<file path="config.mk">
export PLATFORM = sky130hd
export DESIGN_NAME = rvq_top
export DESIGN_NICKNAME = d
export VERILOG_FILES = /design/src/rvq_pkg.sv /design/src/rvq_top.sv /design/src/rvq_tick.sv
export SDC_FILE = /design/constraint.sdc
export NUM_CORES = 1
export LEC_CHECK = 0
export BUFFER_PORTS_ARGS = -buffer_cell sky130_fd_sc_hd__buf_2
export CELL_PAD_IN_SITES_DETAIL_PLACEMENT = 1
export CELL_PAD_IN_SITES_GLOBAL_PLACEMENT = 2
export CORE_MARGIN = 2
export CORE_UTILIZATION = 35
export CTS_BUF_LIST = sky130_fd_sc_hd__clkbuf_16
export CTS_CLUSTER_DIAMETER = 30
export DETAILED_ROUTE_END_ITERATION = 16
export GPL_TIMING_DRIVEN = 0
export HOLD_SLACK_MARGIN = 0.02
export PLACE_DENSITY = 0.85
export SYNTH_ARGS = -nofsm -noshare
export SYNTH_HDL_FRONTEND = slang
export SYNTH_HIERARCHICAL = 1
export SYNTH_SLANG_ARGS = --single-unit
</file>
<file path="constraint.sdc">
create_clock -name clk_i -period 2.9 [get_ports clk_i]
set_input_delay 0.29 -clock clk_i [delete_from_list [all_inputs] [get_ports clk_i]]
set_output_delay 0.29 -clock clk_i [all_outputs]
set_load 0.05 [all_outputs]
</file>
<file path="src/rvq_pkg.sv">
// Constants, types and helper functions shared by the ring validation qualifier
package rvq_pkg;

   // ****************************************************************
   // Bus layout
   // ****************************************************************
   localparam int          WB_AW        = 8;
   localparam int          WB_DW        = 32;
   localparam logic [7:0]  ADDR_CTRL1   = 8'h00;   // Delay low bits, threshold
   localparam logic [7:0]  ADDR_CTRL2   = 8'h04;   // Delay high bit, timeout, confirm
   localparam logic [7:0]  ADDR_CTRL3   = 8'h08;   // Enable, timer start value
   localparam logic [7:0]  ADDR_STATUS  = 8'h0c;   // Sticky events, cleared by read
   localparam logic [7:0]  ADDR_MASK    = 8'h10;   // Interrupt mask, same layout
   localparam logic [7:0]  ADDR_STATE   = 8'h14;   // Live qualifier state
   localparam logic [7:0]  CTRL1_RESET  = 8'h96;
   localparam logic [7:0]  CTRL2_RESET  = 8'h2d;
   localparam logic [7:0]  CTRL3_RESET  = 8'h19;

   // Status bit positions
   localparam int          ST_VALID     = 0;
   localparam int          ST_FAST      = 1;
   localparam int          ST_END       = 2;
   localparam int          ST_W         = 3;

   // ****************************************************************
   // Timing
   // ****************************************************************
   localparam int          CLK_PERIOD_NS   = 4;
   localparam int          TICK_PERIOD_NS  = 2000000;   // 2.0 ms qualification step
   localparam int          TICK_CYCLES     = TICK_PERIOD_NS / CLK_PERIOD_NS;
   localparam int          TICK_MS         = 2;
   localparam int          DELAY_STEP_MS   = 256;
   localparam int          TIMEOUT_STEP_MS = 128;
   localparam logic [7:0][10:0] CONFIRM_MS = {11'd1024, 11'd640, 11'd512, 11'd384,
                                              11'd256, 11'd200, 11'd150, 11'd100};
   localparam int          CNT_W        = 10;

   // ****************************************************************
   // Types
   // ****************************************************************
   typedef struct packed {
      logic       enable;       // ring_check_enable
      logic [5:0] start;        // Qualification timer start value
      logic       delay_high;   // valid_ring_delay_high
      logic [1:0] delay_low;    // valid_ring_delay_low
      logic [3:0] timeout;      // ringing_end_timeout
      logic [2:0] confirm;      // ring_confirm_interval
      logic [5:0] threshold;    // min_interval_threshold
   } rvq_cfg_t;

   typedef enum logic [3:0] {
      S_IDLE  = 4'h1,
      S_QUAL  = 4'h2,
      S_DELAY = 4'h4,
      S_VALID = 4'h8
   } rvq_state_t;

   // Delay code to ticks
   function automatic logic [CNT_W-1:0] delay_ticks(input logic [2:0] code);
      delay_ticks = CNT_W'(code * (DELAY_STEP_MS / TICK_MS));
   endfunction

   // Timeout code to ticks
   function automatic logic [CNT_W-1:0] timeout_ticks(input logic [3:0] code);
      timeout_ticks = CNT_W'(code * (TIMEOUT_STEP_MS / TICK_MS));
   endfunction

   // Confirmation code to ticks
   function automatic logic [CNT_W-1:0] confirm_ticks(input logic [2:0] code);
      confirm_ticks = CNT_W'(CONFIRM_MS[code] / TICK_MS);
   endfunction

endpackage

</file>
<file path="src/rvq_top.sv">
// Ring validation qualifier with classic Wishbone register slave
`timescale 1ns/1ps
module rvq_top
   import rvq_pkg::*;
#(
   parameter int TICK_CYCLES_P = rvq_pkg::TICK_CYCLES
) (
   input  wire logic                      clk_i,        // 250 MHz clock
   input  wire logic                      rst_i,        // Synchronous reset, high
   input  wire logic                      wb_cyc_i,     // Bus cycle
   input  wire logic                      wb_stb_i,     // Strobe
   input  wire logic                      wb_we_i,      // Write enable
   input  wire logic [rvq_pkg::WB_AW-1:0] wb_adr_i,     // Byte address
   input  wire logic [3:0]                wb_sel_i,     // Byte lanes
   input  wire logic [rvq_pkg::WB_DW-1:0] wb_dat_i,     // Write data
   output logic      [rvq_pkg::WB_DW-1:0] wb_dat_o,     // Read data
   output logic                           wb_ack_o,     // Acknowledge
   input  wire logic                      ring_event_i, // Tip/ring crossing pulse
   output logic                           ring_valid_o, // Validated ring level
   output logic                           irq_o         // Interrupt level
);
   import rvq_pkg::*;

   // ****************************************************************
   // Declarations
   // ****************************************************************
   rvq_cfg_t         cfg;
   rvq_state_t       state;
   logic [ST_W-1:0]  status;
   logic [ST_W-1:0]  mask;
   logic [ST_W-1:0]  next_events;
   logic [5:0]       timer;
   logic [CNT_W-1:0] conf_cnt;
   logic [CNT_W-1:0] dly_cnt;
   logic [CNT_W-1:0] sil_cnt;
   logic             tick;
   logic             bus_req;
   logic             bus_wr;
   logic             bus_rd_status;
   logic             too_fast;
   logic             confirm_done;
   logic             silence_hit;
   logic [2:0]       delay_code;
   logic [7:0]       rd_byte;

   // ****************************************************************
   // Step enable
   // ****************************************************************
   rvq_tick #(
      .DIV (TICK_CYCLES_P)
   ) u_tick (
      .clk_i  (clk_i),
      .rst_i  (rst_i),
      .tick_o (tick)
   );

   // ****************************************************************
   // Wishbone slave
   // ****************************************************************
   // Request sits for one cycle, then ack; writes and read clears land on the ack edge
   assign bus_req       = wb_cyc_i && wb_stb_i;
   assign bus_wr        = bus_req && wb_ack_o && wb_we_i && wb_sel_i[0];
   assign bus_rd_status = bus_req && wb_ack_o && !wb_we_i && (wb_adr_i == ADDR_STATUS);

   // Ack one cycle after the strobe, dropped the cycle after
   always_ff @(posedge clk_i)
   begin
      if (rst_i)
         wb_ack_o <= 1'b0;
      else
         wb_ack_o <= bus_req && !wb_ack_o;
   end

   // Read mux; unmapped addresses read zero
   always_comb
   begin
      case (wb_adr_i)
         ADDR_CTRL1:  rd_byte = {cfg.delay_low, cfg.threshold};
         ADDR_CTRL2:  rd_byte = {cfg.delay_high, cfg.timeout, cfg.confirm};
         ADDR_CTRL3:  rd_byte = {cfg.enable, 1'b0, cfg.start};
         ADDR_STATUS: rd_byte = {5'h00, status};
         ADDR_MASK:   rd_byte = {5'h00, mask};
         ADDR_STATE:  rd_byte = {ring_valid_o, 3'h0, state};
         default:     rd_byte = 8'h00;
      endcase
   end

   // Read data registered as ack rises, so it is stable while ack is high
   always_ff @(posedge clk_i)
   begin
      if (rst_i)
         wb_dat_o <= '0;
      else if (bus_req && !wb_ack_o && !wb_we_i)
         wb_dat_o <= {24'h000000, rd_byte};
      else if (!bus_req)
         wb_dat_o <= '0;
   end

   // Configuration registers; reserved bit of the third one is dropped
   always_ff @(posedge clk_i)
   begin
      if (rst_i)
      begin
         {cfg.delay_low, cfg.threshold}               <= CTRL1_RESET;
         {cfg.delay_high, cfg.timeout, cfg.confirm}   <= CTRL2_RESET;
         {cfg.enable, cfg.start}                      <= {CTRL3_RESET[7], CTRL3_RESET[5:0]};
      end
      else if (bus_wr)
      begin
         case (wb_adr_i)
            ADDR_CTRL1: {cfg.delay_low, cfg.threshold}             <= wb_dat_i[7:0];
            ADDR_CTRL2: {cfg.delay_high, cfg.timeout, cfg.confirm} <= wb_dat_i[7:0];
            ADDR_CTRL3: {cfg.enable, cfg.start}                    <= {wb_dat_i[7], wb_dat_i[5:0]};
            default:    ;
         endcase
      end
   end

   // Interrupt mask
   always_ff @(posedge clk_i)
   begin
      if (rst_i)
         mask <= '0;
      else if (bus_wr && wb_adr_i == ADDR_MASK)
         mask <= wb_dat_i[ST_W-1:0];
   end

   // Sticky status; a new event in the clearing cycle survives the read
   always_ff @(posedge clk_i)
   begin
      if (rst_i)
         status <= '0;
      else if (bus_rd_status)
         status <= next_events;
      else
         status <= status | next_events;
   end

   // Level interrupt from any unmasked sticky bit
   always_ff @(posedge clk_i)
   begin
      if (rst_i)
         irq_o <= 1'b0;
      else
         irq_o <= |(status & mask);
   end

   // ****************************************************************
   // Qualifier
   // ****************************************************************
   // Too fast when spacing was shorter than start minus threshold steps
   assign too_fast     = timer > cfg.threshold;
   assign confirm_done = conf_cnt == '0;
   assign silence_hit  = sil_cnt >= timeout_ticks(cfg.timeout);
   assign delay_code   = {cfg.delay_high, cfg.delay_low};

   // Events raised this cycle, fed to the sticky status
   always_comb
   begin
      next_events = '0;
      if (state == S_QUAL && ring_event_i && too_fast)
         next_events[ST_FAST] = 1'b1;
      if (!ring_event_i && silence_hit && state == S_VALID)
         next_events[ST_END] = 1'b1;
      if (state == S_QUAL && !ring_event_i && !silence_hit && confirm_done && delay_code == 3'h0)
         next_events[ST_VALID] = 1'b1;
      if (state == S_DELAY && !ring_event_i && !silence_hit && dly_cnt == '0)
         next_events[ST_VALID] = 1'b1;
      if (state == S_IDLE && ring_event_i && !cfg.enable)
         next_events[ST_VALID] = 1'b1;
   end

   // State sequencing: idle, qualify, delay, valid
   always_ff @(posedge clk_i)
   begin
      if (rst_i)
         state <= S_IDLE;
      else
      begin
         case (state)
            S_IDLE:
               if (ring_event_i)
                  state <= cfg.enable ? S_QUAL : S_VALID;
            S_QUAL:
               if (ring_event_i)
               begin
                  if (too_fast)
                     state <= S_IDLE;
               end
               else if (silence_hit)
                  state <= S_IDLE;
               else if (confirm_done)
                  state <= (delay_code == 3'h0) ? S_VALID : S_DELAY;
            S_DELAY:
               if (!ring_event_i && silence_hit)
                  state <= S_IDLE;
               else if (!ring_event_i && dly_cnt == '0)
                  state <= S_VALID;
            S_VALID:
               if (!ring_event_i && silence_hit)
                  state <= S_IDLE;
            default:
               state <= S_IDLE;
         endcase
      end
   end

   // Spacing timer: loaded on each event in idle or qualify, steps down on each 2 ms tick
   always_ff @(posedge clk_i)
   begin
      if (rst_i)
         timer <= '0;
      else if (ring_event_i && (state == S_IDLE || state == S_QUAL))
         timer <= cfg.start;
      else if (tick && timer != '0)
         timer <= timer - 1'b1;
   end

   // Confirmation window, armed on the first event of a burst
   always_ff @(posedge clk_i)
   begin
      if (rst_i)
         conf_cnt <= '0;
      else if (state == S_IDLE && ring_event_i)
         conf_cnt <= confirm_ticks(cfg.confirm);
      else if (state == S_QUAL && tick && conf_cnt != '0)
         conf_cnt <= conf_cnt - 1'b1;
   end

   // Report delay, armed as confirmation completes
   always_ff @(posedge clk_i)
   begin
      if (rst_i)
         dly_cnt <= '0;
      else if (state == S_QUAL && confirm_done)
         dly_cnt <= delay_ticks(delay_code);
      else if (state == S_DELAY && tick && dly_cnt != '0)
         dly_cnt <= dly_cnt - 1'b1;
   end

   // Silence since the most recent crossing; saturates to avoid wrap
   always_ff @(posedge clk_i)
   begin
      if (rst_i)
         sil_cnt <= '0;
      else if (ring_event_i || state == S_IDLE)
         sil_cnt <= '0;
      else if (tick && sil_cnt != '1)
         sil_cnt <= sil_cnt + 1'b1;
   end

   // Valid ring indication lags the state by one cycle
   always_ff @(posedge clk_i)
   begin
      if (rst_i)
         ring_valid_o <= 1'b0;
      else
         ring_valid_o <= (state == S_VALID);
   end
endmodule

</file>
<file path="src/rvq_tick.sv">
// Divider that makes the one-cycle qualification step enable
`timescale 1ns/1ps
module rvq_tick #(
   parameter int DIV = 500000
) (
   input  wire logic clk_i,    // System clock
   input  wire logic rst_i,    // Synchronous reset, high
   output logic      tick_o    // One-cycle pulse every DIV cycles
);
   localparam int W = (DIV > 1) ? $clog2(DIV) : 1;

   logic [W-1:0] cnt;

   // Free running divider; restarts on reset so the first step is a full period
   always_ff @(posedge clk_i)
   begin
      if (rst_i)
      begin
         cnt    <= '0;
         tick_o <= 1'b0;
      end
      else if (cnt == W'(DIV - 1))
      begin
         cnt    <= '0;
         tick_o <= 1'b1;
      end
      else
      begin
         cnt    <= cnt + 1'b1;
         tick_o <= 1'b0;
      end
   end
endmodule

</file>
**Word level (Yosys, flattened, before mapping)**

Memory sizes are Yosys's and may differ from the RTL's. A register that Yosys moved wholly into a read port is not among the register bits.
Index checks and enable logic that the tools add are counted.

- Add/sub/neg operators: 5
- $lt $le $gt $ge: 3
- Eq/ne operators: 17
- Muxes and demuxes: 30
- Bitwise gates (word level): 2
- Reduce and logical (&&, ||, !) cells: 56

Operators by type and width:

| operator | count |
|---|---|
| 8-bit case mux with 6 select lines | 1 |
| 10-bit 2-to-1 mux | 4 |
| 4-bit 2-to-1 mux | 10 |
| 1-bit logical AND | 31 |
| 10-bit zero test | 2 |
| 10-bit nonzero test | 2 |
| 10-bit by 1-bit subtractor with 10-bit output (second input constant) | 2 |
| 19-bit by 1-bit adder with 19-bit output (second input constant) | 1 |
| 19-bit equality test (second input constant) | 1 |
| 8-bit by 4-bit equality test with 1-bit output (second input constant) | 2 |
| 8-bit by 5-bit equality test with 1-bit output (second input constant) | 2 |
| 8-bit 2-to-1 mux | 2 |
| 4-bit case mux with 4 select lines | 1 |
| 6-bit 2-to-1 mux | 2 |
| 11-bit 2-to-1 mux | 1 |
| 10-bit by 1-bit adder with 10-bit output (second input constant) | 1 |
| 10-bit >= comparator | 1 |
| 10-bit inequality test (second input constant) | 1 |
| 3-bit 2-to-1 mux | 3 |
| 8-bit by 3-bit equality test with 1-bit output (second input constant) | 1 |
| 8-bit zero test | 1 |
| 6-bit greater-than comparator | 1 |
| 1-bit 2-to-1 mux | 6 |
| 3-bit inequality test (second input constant) | 2 |
| other kinds (20) | 32 |

- Register bits: 100
- Memory bits (read-only): 88
- Input bits: 50
- Output and inout bits: 35
- Logic and storage cells: 135
- Memories: 1

Memories:

| name | depth | width | rd ports | clocked after memory_dff | wr ports | line | text |
|---|---|---|---|---|---|---|---|
| (name not given) | 8 | 11 | 1 | 1 | 0 | rvq_pkg.sv:70 | `confirm_ticks = CNT_W'(CONFIRM_MS[code] / TICK_MS);` |

**Longest topological paths before layout**

Gate-level depths: netlist (run 1).

- Depth after elaboration: 10
- Depth in mapped cells: 9
- Gate-level depth less buffers: 8

**By module**

The synthesis (run 1) kept the hierarchy.

Modules (own cells, without submodules):

| module | instances | cells an instance | area an instance (um^2) | sequential area each (um^2) |
|---|---|---|---|---|
| rvq_top | 1 | 556 | 4767.1 | 1781.7 |
| rvq_tick | 1 | 100 | 920.9 | 400.4 |

**Worst setup path before layout (run 1)**

Ideal clock, no wire load.

- Kind: register to register
- Start: reg wb_ack_o
- End: reg with a tool-made name
- Setup time: 0.121 ns
- Arrival time: 2.253 ns
- Required time: 2.779 ns
- Path slack: 0.526 ns
- Stages on the path, launching flop included: 9
- Buffers on the path: 1
- Period minus slack after synthesis: 2.374 ns
- Path through: dfxtp_1 > and3_1 > and3_1 > nand3_1 > buf_2 > mux2i_1 > nor2_1 > ha_1 > mux2_2

RTL lines:

| element | line | text |
|---|---|---|
| start: declaration | rvq_top.sv:17 | `output logic wb_ack_o,` |
| start signal: assignment | rvq_top.sv:71 | `wb_ack_o <= bus_req && !wb_ack_o;` |

**Worst setup path in the final report (run 1)**

- Start: reg cfg[10] (netlist bit)
- End: reg state[2]

- Longest elaborated chain between the ends: 4
- Elaborated cells on any way between the ends: 10
- Those cells by class: order compare: 1; eq/ne: 3; mux: 4; reduce/logical: 2

Ends and longest elaborated chain:

| element | line | text |
|---|---|---|
| start: declaration | rvq_top.sv:27 | `rvq_cfg_t cfg;` |
| 10-bit >= comparator (*) | rvq_top.sv:154 | `assign silence_hit = sil_cnt >= timeout_ticks(cfg.timeout);` |
| 4-bit 2-to-1 mux / 1-bit logical AND (equally long branches) | rvq_top.sv:190, rvq_top.sv:195, rvq_top.sv:200 |  |
| 4-bit 2-to-1 mux (tied with other cells) | rvq_top.sv:185 | `if (ring_event_i)` |
| 4-bit case mux with 4 select lines / 5-bit AND reduction (equally long branches) | -- |  |
| end signal: assignment | rvq_top.sv:183 | `state <= cfg.enable ? S_QUAL : S_VALID;` |
| end signal: assignment | rvq_top.sv:193 | `state <= (delay_code == 3'h0) ? S_VALID : S_DELAY;` |
| end: declaration | rvq_top.sv:28 | `rvq_state_t state;` |

Mark *: on every way between the ends. The rest lies on a longest branch, timed or not.
A chain may end at the register's enable or synchronous reset.

==> impl_metrics.py, run 1 <==
metrics = {
    "pwr": {
        "worst_ir_drop_vdd_mv": 0.2938,
        "sw_frac_of_total_pct": 29.99,
        "clkPwrFrac_pct": 37.0,
        "p_leak_nw": 2.610,
        "p_seq_share_pct": 45.7,
        "p_sw_mw": 1.090,
        "power_density_nw_per_um2": 557.0,
        "p_comb_share_pct": 17.3,
        "intPower_mw": 2.544,
    },
    "grt": {
        "grt.busiest_layer": "met2",
        "use_met3_pct": 2.392,
        "grt_max_degree": 18,
        "grt_remaining_overflow": 0,
        "grt_use_met1_pct": 23.67,
        "first_global_vias": 4862,
        "grt_use_total_pct": 18.10,
        "grt_util_met2_pct": 30.48,
        "antenna_found_initial": 1,
        "grt_pass1_wl_um": 25100,
    },
    "floorplanning": {
        "dieArea_sq_um": 17290,
        "ios": 85,
        "fp.dieH_um": 131.5,
        "core_area_sq_um": 15890,
        "std_cell_rows": 46,
        "start_util_pct": 35.81,
        "die_w_um": 131.5,
    },
    "yosys": {
        "ys_ff_latch": 109,
        "synth_cell_types": 72,
        "synth_warnings": 6,
        "syn_area_sq_um": 5688,
        "synth_edf_count": 0,
        "synthCells": 656,
        "synth_ff_type": "dfxtp_1",
        "synth-seq-area-share_pct": 38.36,
        "synth.avg_cell_area_sq_um": 8.671,
        "async_flop_share_pct": 0,
    },
    "cts": {
        "postCtsResizedCells": 0,
        "holdBufCountCts": 0,
        "cts_tree": "done",
        "clk_path_buf_depth": 2,
        "htree_levels": 3,
        "cts_buffers": 9,
        "cts_setup_buffers": 0,
        "ctsRootBufferMaster": "clkbuf_16",
        "clk_pin_slew_ns": 0.08,
        "insertion_delay_ns": 0.36,
        "clock-sinks": 109,
    },
    "worst_setup_path": {
        "timing_worst_setup_path_type": "reg -> reg",
        "cp-end-kind": "flop",
        "path_delay_family": "compound AO/OA/AOI/OAI gates",
        "slowest_stage": "a221oi_1",
        "cp.depth": 8,
        "reg2reg_from": "cfg[10]$_SDFFE_PP0N_",
        "cp.buffers_inverters": 1,
        "r2r_slack_ns": 0.38,
        "start_kind": "flop",
        "crit_path_end": "state[2]$_SDFFE_PP0P_",
        "worst-path-max-fanout": 4,
        "crit_chain": "inv_1, ha_1, and4b_1, a221oi_1, o211ai_1, o221ai_1, o21bai_2, o32ai_2",
        "worstPathRequired_ns": 3.11,
        "worstReg2RegEnd": "state[2]$_SDFFE_PP0P_",
        "cp.arrival_ns": 2.73,
        "reg2reg_depth": 8,
        "crit_path_max_incr_delay_ns": 0.46,
        "cp-startpoint": "cfg[10]$_SDFFE_PP0N_",
    },
    "drt": {
        "drc": 0,
        "first_pass_iters": 4,
        "post_drt_wl_per_cell_um": 16.70,
        "routed_wl_um": 15770,
        "drtAntennaViolNets": 0,
        "viasPerCell": 5.125,
        "drt_iter0_drc": 222,
        "vias": 4838,
    },
    "sta": {
        "min_period_ns": 2.521,
        "slew_viol_final": 0,
        "hold_violations": 0,
        "setup_violations": 0,
        "finalSetupTns_ns": 0,
        "fin_crit_sh_pct": 86.92,
        "max_freq_ghz": 0.3967,
        "rsz0062_at_grt": "no",
        "fin_worst_skew_ns": 0.01261,
        "worst_pin_slew_ns": 0.7083,
        "relSlewSlack_pct": 52.78,
    },
    "cells_and_area": {
        "stdcell_count": 944,
        "drive_above_1_share_pct": 14.99,
        "area_growth_pct": 14.69,
        "multiInputGateArea_sq_um": 3217,
        "fin_nets": 794,
        "n_fill_cell": 1944,
        "seq_area_sq_um": 2182,
    },
    "placed_design": {
        "port-buffer-count": 33,
        "hpwl_um": 11900,
        "dp.cells": 928,
        "routabilityCongestion": 0.8001,
    },
    "outcome": {
        "status": "completed",
    },
    "hold_path": {
        "hold_path.class": "in -> reg",
        "hold_start": "rst_i",
    },
    "flow_run": {
        "drv_cap": 0,
    },
}
## stage by stage
step                      hold WS (ns)  power [mW]  utilization (%)  setup slack, ns  area [sq um]
after floorplan                 0.3624       2.140                -           0.5260          5774
final                           0.1262       3.634            41.07           0.3793          6524
after global routing            0.1285       3.794            41.07           0.1702          6524
after global placement          0.4324       2.287            39.09           0.2430          6210
after CTS                       0.1140       3.667            41.05           0.3881          6521
after detailed placement        0.4407       2.318            39.09           0.1899          6210
## per-layer routing
metal | share of wire, % | up-vias
met5 | 0 | -
met4 | 1.5 | 0
met3 | 2.8 | 15
met2 | 48 | 67
met1 | 48 | 2363
li1 | - | 2393
## flip-flops by register name, summed over array words and instances, names as in the netlist, named ones only
| register | count |
|---|---|
| cfg | 23 |
| wb_dat_o | 8 |
| mask | 3 |
| conf_cnt | 10 |
| timer | 6 |
| status | 3 |
| ring_valid_o | 1 |
| state | 4 |
| irq_o | 1 |
| u_tick/cnt | 19 |
| wb_ack_o | 1 |
| u_tick/tick_o | 1 |
| sil_cnt | 10 |
| dly_cnt | 10 |
## cell type report
| type | instances | area share [%] |
|---|---|---|
| multi-input cells | 498 | 49.31 |
| flip-flops and latches | 109 | 33.45 |
| plain buffers | 45 | 4.200 |
| well taps | 216 | 4.143 |
| clock buffers | 9 | 3.452 |
| repair buffers | 33 | 2.532 |
| inverters | 27 | 1.554 |
| clock inverters | 6 | 1.323 |
| diodes | 1 | 0.03836 |
## cells in the final DEF, fill, tap and decap left out, types with 9 or more instances in the layout
cell,synthesis,routed
o21ai_0,19,19
a211oi_1,13,13
nor3_1,14,14
xor2_1,13,13
buf_4,24,24
nor2_1,85,85
clkbuf_16,0,9
nand2b_1,12,12
conb_1,1,24
or3_1,14,14
clkbuf_1,14,14
inv_1,27,27
mux2i_1,22,22
buf_2,6,39
nand3_1,20,20
a21oi_1,25,25
and3_1,12,12
nand2_1,52,52
dfxtp_1,109,109
nor4_1,10,10
xnor2_1,27,27
nand4_1,9,9
ha_1,21,21
## power groups by stage
| stage | logic (mW) | clock network, mW | registers [mW] |
|---|---|---|---|
| 4_1_cts | 0.629 | 1.38 | 1.66 |
| 3_5_place_dp | 0.623 | 0 | 1.70 |
| 3_3_place_gp | 0.601 | 0 | 1.69 |
| 5_1_grt | 0.693 | 1.43 | 1.67 |
| 6_report | 0.627 | 1.34 | 1.66 |
| 2_1_floorplan | 0.471 | 0 | 1.67 |
## cells in the mapped netlist, types with 4 or more instances
cell | instances | area, sq um
nand3b_1 | 7 | 52.55
ha_1 | 21 | 262.8
clkbuf_1 | 14 | 52.55
nor2_1 | 85 | 319.1
o22ai_1 | 4 | 25.02
a21oi_1 | 25 | 125.1
and2_1 | 6 | 37.54
or4_1 | 5 | 37.54
inv_1 | 27 | 101.4
a31oi_1 | 5 | 31.28
buf_2 | 6 | 30.03
a211oi_1 | 13 | 97.59
xor2_1 | 13 | 113.9
buf_4 | 24 | 180.2
nand3_1 | 20 | 100.1
o21ai_0 | 19 | 95.09
nor2b_1 | 7 | 43.79
and3_1 | 12 | 75.07
nand4_1 | 9 | 56.30
xnor2_1 | 27 | 236.5
nor4_1 | 10 | 62.56
nor3_1 | 14 | 70.07
dfxtp_1 | 109 | 2182
o211ai_1 | 5 | 37.54
nand2_1 | 52 | 195.2
mux2i_1 | 22 | 220.2
or3_1 | 14 | 87.58
or2_2 | 6 | 37.54
a211o_1 | 5 | 43.79
nand2b_1 | 12 | 75.07
## cells by family after synthesis
| logic type | synth area share [%] |
|---|---|
| buffers and inverters | 6.599 |
| xor gates and xnor gates | 6.159 |
| muxes | 4.267 |
| DFF | 38.36 |
| AOI/OAI and AO/OA | 13.35 |
| and+or+nand+nor | 26.57 |
| other | 0.06593 |
| adders and majority gates | 4.619 |
## worst min-delay path by stage
stage | end | slack, ns | cells after the start
after floorplan | u_tick/tick_o$_SDFF_PP0_ | 0.36 | 1
after global placement | wb_dat_o[2]$_SDFFE_PP0P_ | 0.43 | 2
after detailed placement | wb_dat_o[1]$_SDFFE_PP0P_ | 0.44 | 2
after CTS | u_tick/tick_o$_SDFF_PP0_ | 0.11 | 2
after global routing | u_tick/tick_o$_SDFF_PP0_ | 0.13 | 2
final | u_tick/tick_o$_SDFF_PP0_ | 0.13 | 2
No activity file was read; power rests on OpenSTA's default activity.
==> inputs of run 2 (changes only) <==
--- a/config.mk
+++ b/config.mk
@@ -9,13 +9,13 @@
 export CELL_PAD_IN_SITES_DETAIL_PLACEMENT = 1
 export CELL_PAD_IN_SITES_GLOBAL_PLACEMENT = 2
 export CORE_MARGIN = 2
-export CORE_UTILIZATION = 35
-export CTS_BUF_LIST = sky130_fd_sc_hd__clkbuf_16
+export CORE_UTILIZATION = 36
+export CTS_BUF_LIST = sky130_fd_sc_hd__clkbuf_8
 export CTS_CLUSTER_DIAMETER = 30
 export DETAILED_ROUTE_END_ITERATION = 16
-export GPL_TIMING_DRIVEN = 0
+export GPL_TIMING_DRIVEN = 1
 export HOLD_SLACK_MARGIN = 0.02
-export PLACE_DENSITY = 0.85
+export PLACE_DENSITY = 0.87
 export SYNTH_ARGS = -nofsm -noshare
 export SYNTH_HDL_FRONTEND = slang
 export SYNTH_HIERARCHICAL = 1
==> constraint.sdc (replaced) <==
create_clock -name clk_i -period 2.8 [get_ports clk_i]
set_input_delay 0.28 -clock clk_i [delete_from_list [all_inputs] [get_ports clk_i]]
set_output_delay 0.28 -clock clk_i [all_outputs]
set_load 0.05 [all_outputs]
==> run 2 against run 1 <==
Against the previous run: clock skew grew 0.0028 ns; non-clock buffer count fell by 35; critical endpoint is now state[3]$_SDFFE_PP0P_; clock power fell by 34%; worst setup slack improved by 0.022 ns; global-route usage increased by 0.068 points; final cell count decreased by 4.3%.
==> impl_metrics.py, run 2 (same netlist as run 1, synthesis figures left out) <==
metrics = {
    "sta": {
        "slew_viol_final": 0,
        "hold_violations": 0,
        "setup_violations": 0,
        "finalSetupTns_ns": 0,
        "worst_pin_slew_ns": 0.5322,
        "fin_crit_sh_pct": 85.68,
        "whs_ns": 0.1206,
        "relSlewSlack_pct": 64.40,
        "min_period_ns": 2.399,
        "max_freq_ghz": 0.4168,
        "setup_ws_ns": 0.4009,
        "rsz0062_at_grt": "no",
        "fin_worst_skew_ns": 0.01542,
    },
    "grt": {
        "first_global_vias": 4818,
        "grt_max_degree": 36,
        "antenna_found_initial": 0,
        "grt_use_total_pct": 18.17,
        "grt_remaining_overflow": 0,
        "grt_pass1_wl_um": 24290,
    },
    "drt": {
        "vias": 4686,
        "drt_iter0_drc": 245,
        "viasPerCell": 5.189,
        "drtAntennaViolNets": 0,
        "routed_wl_um": 14690,
        "post_drt_wl_per_cell_um": 16.27,
        "drc": 0,
        "first_pass_iters": 4,
    },
    "worst_setup_path": {
        "start_kind": "flop",
        "crit_path_end": "state[3]$_SDFFE_PP0P_",
        "worst-path-max-fanout": 4,
        "worstPathRequired_ns": 3.13,
        "cp-startpoint": "cfg[10]$_SDFFE_PP0N_",
        "r2r_slack_ns": 0.40,
        "cp.arrival_ns": 2.73,
        "timing_worst_setup_path_type": "reg -> reg",
        "cp-end-kind": "flop",
        "reg2reg_from": "cfg[10]$_SDFFE_PP0N_",
        "worstReg2RegEnd": "state[3]$_SDFFE_PP0P_",
        "reg2reg_depth": 8,
    },
    "floorplanning": {
        "dieArea_sq_um": 16820,
        "core_area_sq_um": 15310,
        "std_cell_rows": 45,
        "die_w_um": 129.7,
        "start_util_pct": 37.14,
        "fp.dieH_um": 129.7,
        "ios": 85,
    },
    "flow_run": {
        "drv_cap": 0,
    },
    "outcome": {
        "status": "completed",
    },
    "placed_design": {
        "port-buffer-count": 33,
        "pre_cts_slack_ns": 0.3419,
        "hpwl_um": 11100,
        "routabilityCongestion": 0.8365,
    },
    "cts": {
        "cts_buffers": 9,
        "ctsRootBufferMaster": "clkbuf_8",
        "clock-sinks": 109,
        "holdBufCountCts": 0,
        "postCtsResizedCells": 0,
        "cts_setup_buffers": 0,
        "clk_pin_slew_ns": 0.11,
        "cts_tree": "done",
        "clk_path_buf_depth": 2,
        "insertion_delay_ns": 0.40,
        "htree_levels": 3,
    },
    "pwr": {
        "power_mw": 3.194,
        "p_leak_nw": 2.417,
        "worst_ir_drop_vdd_mv": 0.2301,
        "power_density_nw_per_um2": 517.6,
    },
    "cells_and_area": {
        "drive_above_1_share_pct": 12.57,
        "final_cell_mix": "109 x dfxtp_1, 85 x nor2_1, 52 x nand2_1",
        "fin_nets": 759,
        "largest_reg_flops": 23,
        "area_growth_pct": 8.491,
        "layout.cells.most_common": "dfxtp_1",
        "num_antenna_cells": 0,
    },
    "hold_path": {
        "hold_path.class": "in -> reg",
    },
}
## run 2: changes by cell type in the layout (fill, tap and decap cells not counted), moves of 3 or more
cell and delta:
clkinv_4 +3, clkbuf_16 -9, buf_4 -14, clkbuf_8 +9, buf_2 -6, clkbuf_1 -14
## run 2: layout make-up
type | count | area, sq um
clock buffers | 9 | 123.9
clock inverters | 6 | 42.54
fillers | 1856 | 9144
inverters | 27 | 101.3
multi-input cells | 498 | 3217
flip-flops and latches | 109 | 2182
well taps | 211 | 264.0
repair buffers | 43 | 240.2
## run 2: stage by stage
| stage | util, % | cell area, sq um | cells |
|---|---|---|---|
| after floorplan | - | 5774 | 679 |
| after global placement | 39.21 | 6005 | 888 |
| after detailed placement | 39.21 | 6005 | 888 |
| after CTS | 40.29 | 6171 | 903 |
| after global routing | 40.29 | 6171 | 903 |
| final | 40.29 | 6171 | 903 |
## run 2: where the power goes
group          internal [mW]  switching [mW]  leakage [nW]
sequential              1.62          0.0946         0.882
combinational          0.197           0.392          1.45
clock                  0.319           0.569        0.0864
total                   2.14            1.06          2.42
## run 2: worst max-delay path: stages (launching register included)
cell	delay, ns
dfxtp_1	0.42
inv_1	0.07
ha_1	0.30
and4b_1	0.19
a221oi_1	0.41
o211ai_1	0.25
o221ai_1	0.28
o21bai_2	0.22
mux2i_1	0.20
## run 2: worst min-delay path by stage
| stage | cells after the start | startpoint | end |
|---|---|---|---|
| CTS | 3 | wb_dat_i[4] | cfg[20]$_SDFFE_PP1P_ |
| global placement | 2 | wb_dat_o[5]$_SDFFE_PP0P_ | wb_dat_o[5]$_SDFFE_PP0P_ |
| floorplan | 1 | rst_i | u_tick/tick_o$_SDFF_PP0_ |
| global route | 3 | wb_dat_i[4] | cfg[10]$_SDFFE_PP0N_ |
| detailed placement | 2 | wb_dat_o[7]$_SDFFE_PP0P_ | wb_dat_o[7]$_SDFFE_PP0P_ |
| finish | 3 | wb_dat_i[4] | cfg[20]$_SDFFE_PP1P_ |
## run 2: metal layers
layer	wire length [um]	vias to the layer above	global-route usage (%)
li1	-	2321	-
met1	6877	2274	23.42
met2	7076	74	31.04
met3	554	17	3.690
met4	184	0	4.934
met5	0	-	0
==> inputs of run 3 (changes only) <==
--- a/config.mk
+++ b/config.mk
@@ -5,7 +5,7 @@
 export SDC_FILE = /design/constraint.sdc
 export NUM_CORES = 1
 export LEC_CHECK = 0
-export BUFFER_PORTS_ARGS = -buffer_cell sky130_fd_sc_hd__buf_2
+export BUFFER_PORTS_ARGS = -buffer_cell sky130_fd_sc_hd__buf_4
 export CELL_PAD_IN_SITES_DETAIL_PLACEMENT = 1
 export CELL_PAD_IN_SITES_GLOBAL_PLACEMENT = 2
 export CORE_MARGIN = 2
==> run 3 against run 2 <==
Against the previous run: worst setup slack got worse by 0.049 ns; final cell count is 0.11% lower; sequential power about the same; via count down 1.1%; highest routed layer unchanged.
==> impl_metrics.py, run 3 (same netlist as run 1, synthesis figures left out) <==
metrics = {
    "outcome": {
        "status": "completed",
    },
    "worst_setup_path": {
        "slowest_stage": "a221oi_1",
        "worstPathRequired_ns": 3.12,
        "start_kind": "flop",
        "timing_worst_setup_path_type": "reg -> reg",
        "crit_chain": "inv_1, ha_1, and4b_1, a221oi_1, o211ai_1, o221ai_1, o21bai_2, mux2i_1",
        "worst-path-max-fanout": 4,
        "crit_path_max_incr_delay_ns": 0.44,
        "cp-end-kind": "flop",
        "cp.arrival_ns": 2.77,
    },
    "cells_and_area": {
        "fin_nets": 757,
        "largest_reg_flops": 23,
        "area_growth_pct": 9.833,
        "layout.cells.most_common": "dfxtp_1",
        "stdcell_count": 902,
        "drive_above_1_share_pct": 12.45,
        "final_cell_mix": "109 x dfxtp_1, 85 x nor2_1, 52 x nand2_1",
        "num_antenna_cells": 0,
    },
    "cts": {
        "clk_path_buf_depth": 2,
        "clock-sinks": 109,
        "htree_levels": 3,
        "cts_tree": "done",
        "insertion_delay_ns": 0.38,
        "postCtsResizedCells": 0,
        "clk_pin_slew_ns": 0.11,
        "cts_setup_buffers": 0,
        "cts_buffers": 9,
        "holdBufCountCts": 0,
        "ctsRootBufferMaster": "clkbuf_8",
    },
    "flow_run": {
        "drv_cap": 0,
    },
    "floorplanning": {
        "start_util_pct": 37.14,
        "die_w_um": 129.7,
        "core_area_sq_um": 15310,
        "ios": 85,
        "std_cell_rows": 45,
        "fp.dieH_um": 129.7,
        "dieArea_sq_um": 16820,
    },
    "sta": {
        "min_period_ns": 2.448,
        "worst_pin_slew_ns": 0.6040,
        "max_freq_ghz": 0.4085,
        "finalSetupTns_ns": 0,
        "hold_violations": 0,
        "setup_violations": 0,
        "rsz0062_at_grt": "no",
        "fin_crit_sh_pct": 87.43,
        "fin_worst_skew_ns": 0.009812,
        "slew_viol_final": 0,
        "relSlewSlack_pct": 59.36,
    },
    "drt": {
        "drc": 0,
        "drtAntennaViolNets": 0,
        "viasPerCell": 5.139,
        "post_drt_wl_per_cell_um": 15.97,
        "first_pass_iters": 4,
        "drt_iter0_drc": 265,
        "vias": 4635,
        "routed_wl_um": 14410,
    },
    "placed_design": {
        "hpwl_um": 10900,
        "dp.cells": 886,
        "port-buffer-count": 33,
        "routabilityCongestion": 0.8209,
    },
    "grt": {
        "grt_pass1_wl_um": 24080,
        "antenna_found_initial": 0,
        "grt_use_total_pct": 17.96,
        "first_global_vias": 4892,
        "grt_remaining_overflow": 0,
        "grt_max_degree": 48,
    },
    "hold_path": {
        "hold_path.class": "in -> reg",
    },
    "pwr": {
        "p_leak_nw": 2.429,
        "worst_ir_drop_vdd_mv": 0.2602,
        "power_density_nw_per_um2": 515.2,
    },
}
run 3: per-stage QoR:
step           hold slack [ns]  power [mW]  util, %  setup WS (ns)  cell area, sq um
6_report                0.1200       3.218    40.79         0.3521              6247
4_1_cts                 0.1014       3.259    40.79         0.3424              6247
3_5_place_dp            0.4531       2.347    39.65         0.3791              6072
2_1_floorplan           0.3524       2.217        -         0.4260              5774
5_1_grt                 0.1014       3.386    40.79        0.09242              6247
3_3_place_gp            0.4435       2.322    39.65         0.4369              6072
run 3: worst paths after layout:
kind	startpoint	endpoint	slack [ns]	cells past startpoint
setup / recovery	cfg[10]$_SDFFE_PP0N_	state[3]$_SDFFE_PP0P_	0.35	8
hold / removal	wb_dat_i[5]	cfg[11]$_SDFFE_PP1N_	0.12	3
setup reg to reg	cfg[10]$_SDFFE_PP0N_	state[3]$_SDFFE_PP0P_	0.35	8
hold reg to reg	wb_dat_o[5]$_SDFFE_PP0P_	wb_dat_o[5]$_SDFFE_PP0P_	0.47	2
run 3: area by class of cell:
cell class,instances,area (sq um)
fillers,1847,9067
multi-input cells,498,3217
flip-flops and latches,109,2182
repair buffers,41,307.8
well taps,211,264.0
clock buffers,9,123.9
inverters,27,101.3
clock inverters,7,51.30
run 3: worst max-delay path, delay by kind of cell, from the launching register on:
kind	cells	cell delay, ns
AO/OA/AOI/OAI	4	1.20
adder cells (fa/ha/maj)	1	0.30
multiplexers	1	0.20
buffers and inverters	1	0.07
flip-flops	1	0.42
AND/OR/NAND/NOR	1	0.19
run 3: where the power goes:
| group | switching, mW | leakage, nW | internal [mW] |
|---|---|---|---|
| Clock | 0.576 | 0.0910 | 0.328 |
| Combinational | 0.389 | 1.46 | 0.207 |
| Sequential | 0.0966 | 0.882 | 1.62 |
| Total | 1.06 | 2.43 | 2.16 |
run 3: metal layers:
| layer | vias up | routed length, um | track usage [%] |
|---|---|---|---|
| met3 | 9 | 559 | 3.649 |
| met2 | 75 | 6825 | 30.46 |
| met4 | 0 | 145 | 4.364 |
| met5 | - | 0 | 0 |
| li1 | 2315 | - | - |
| met1 | 2236 | 6876 | 23.54 |
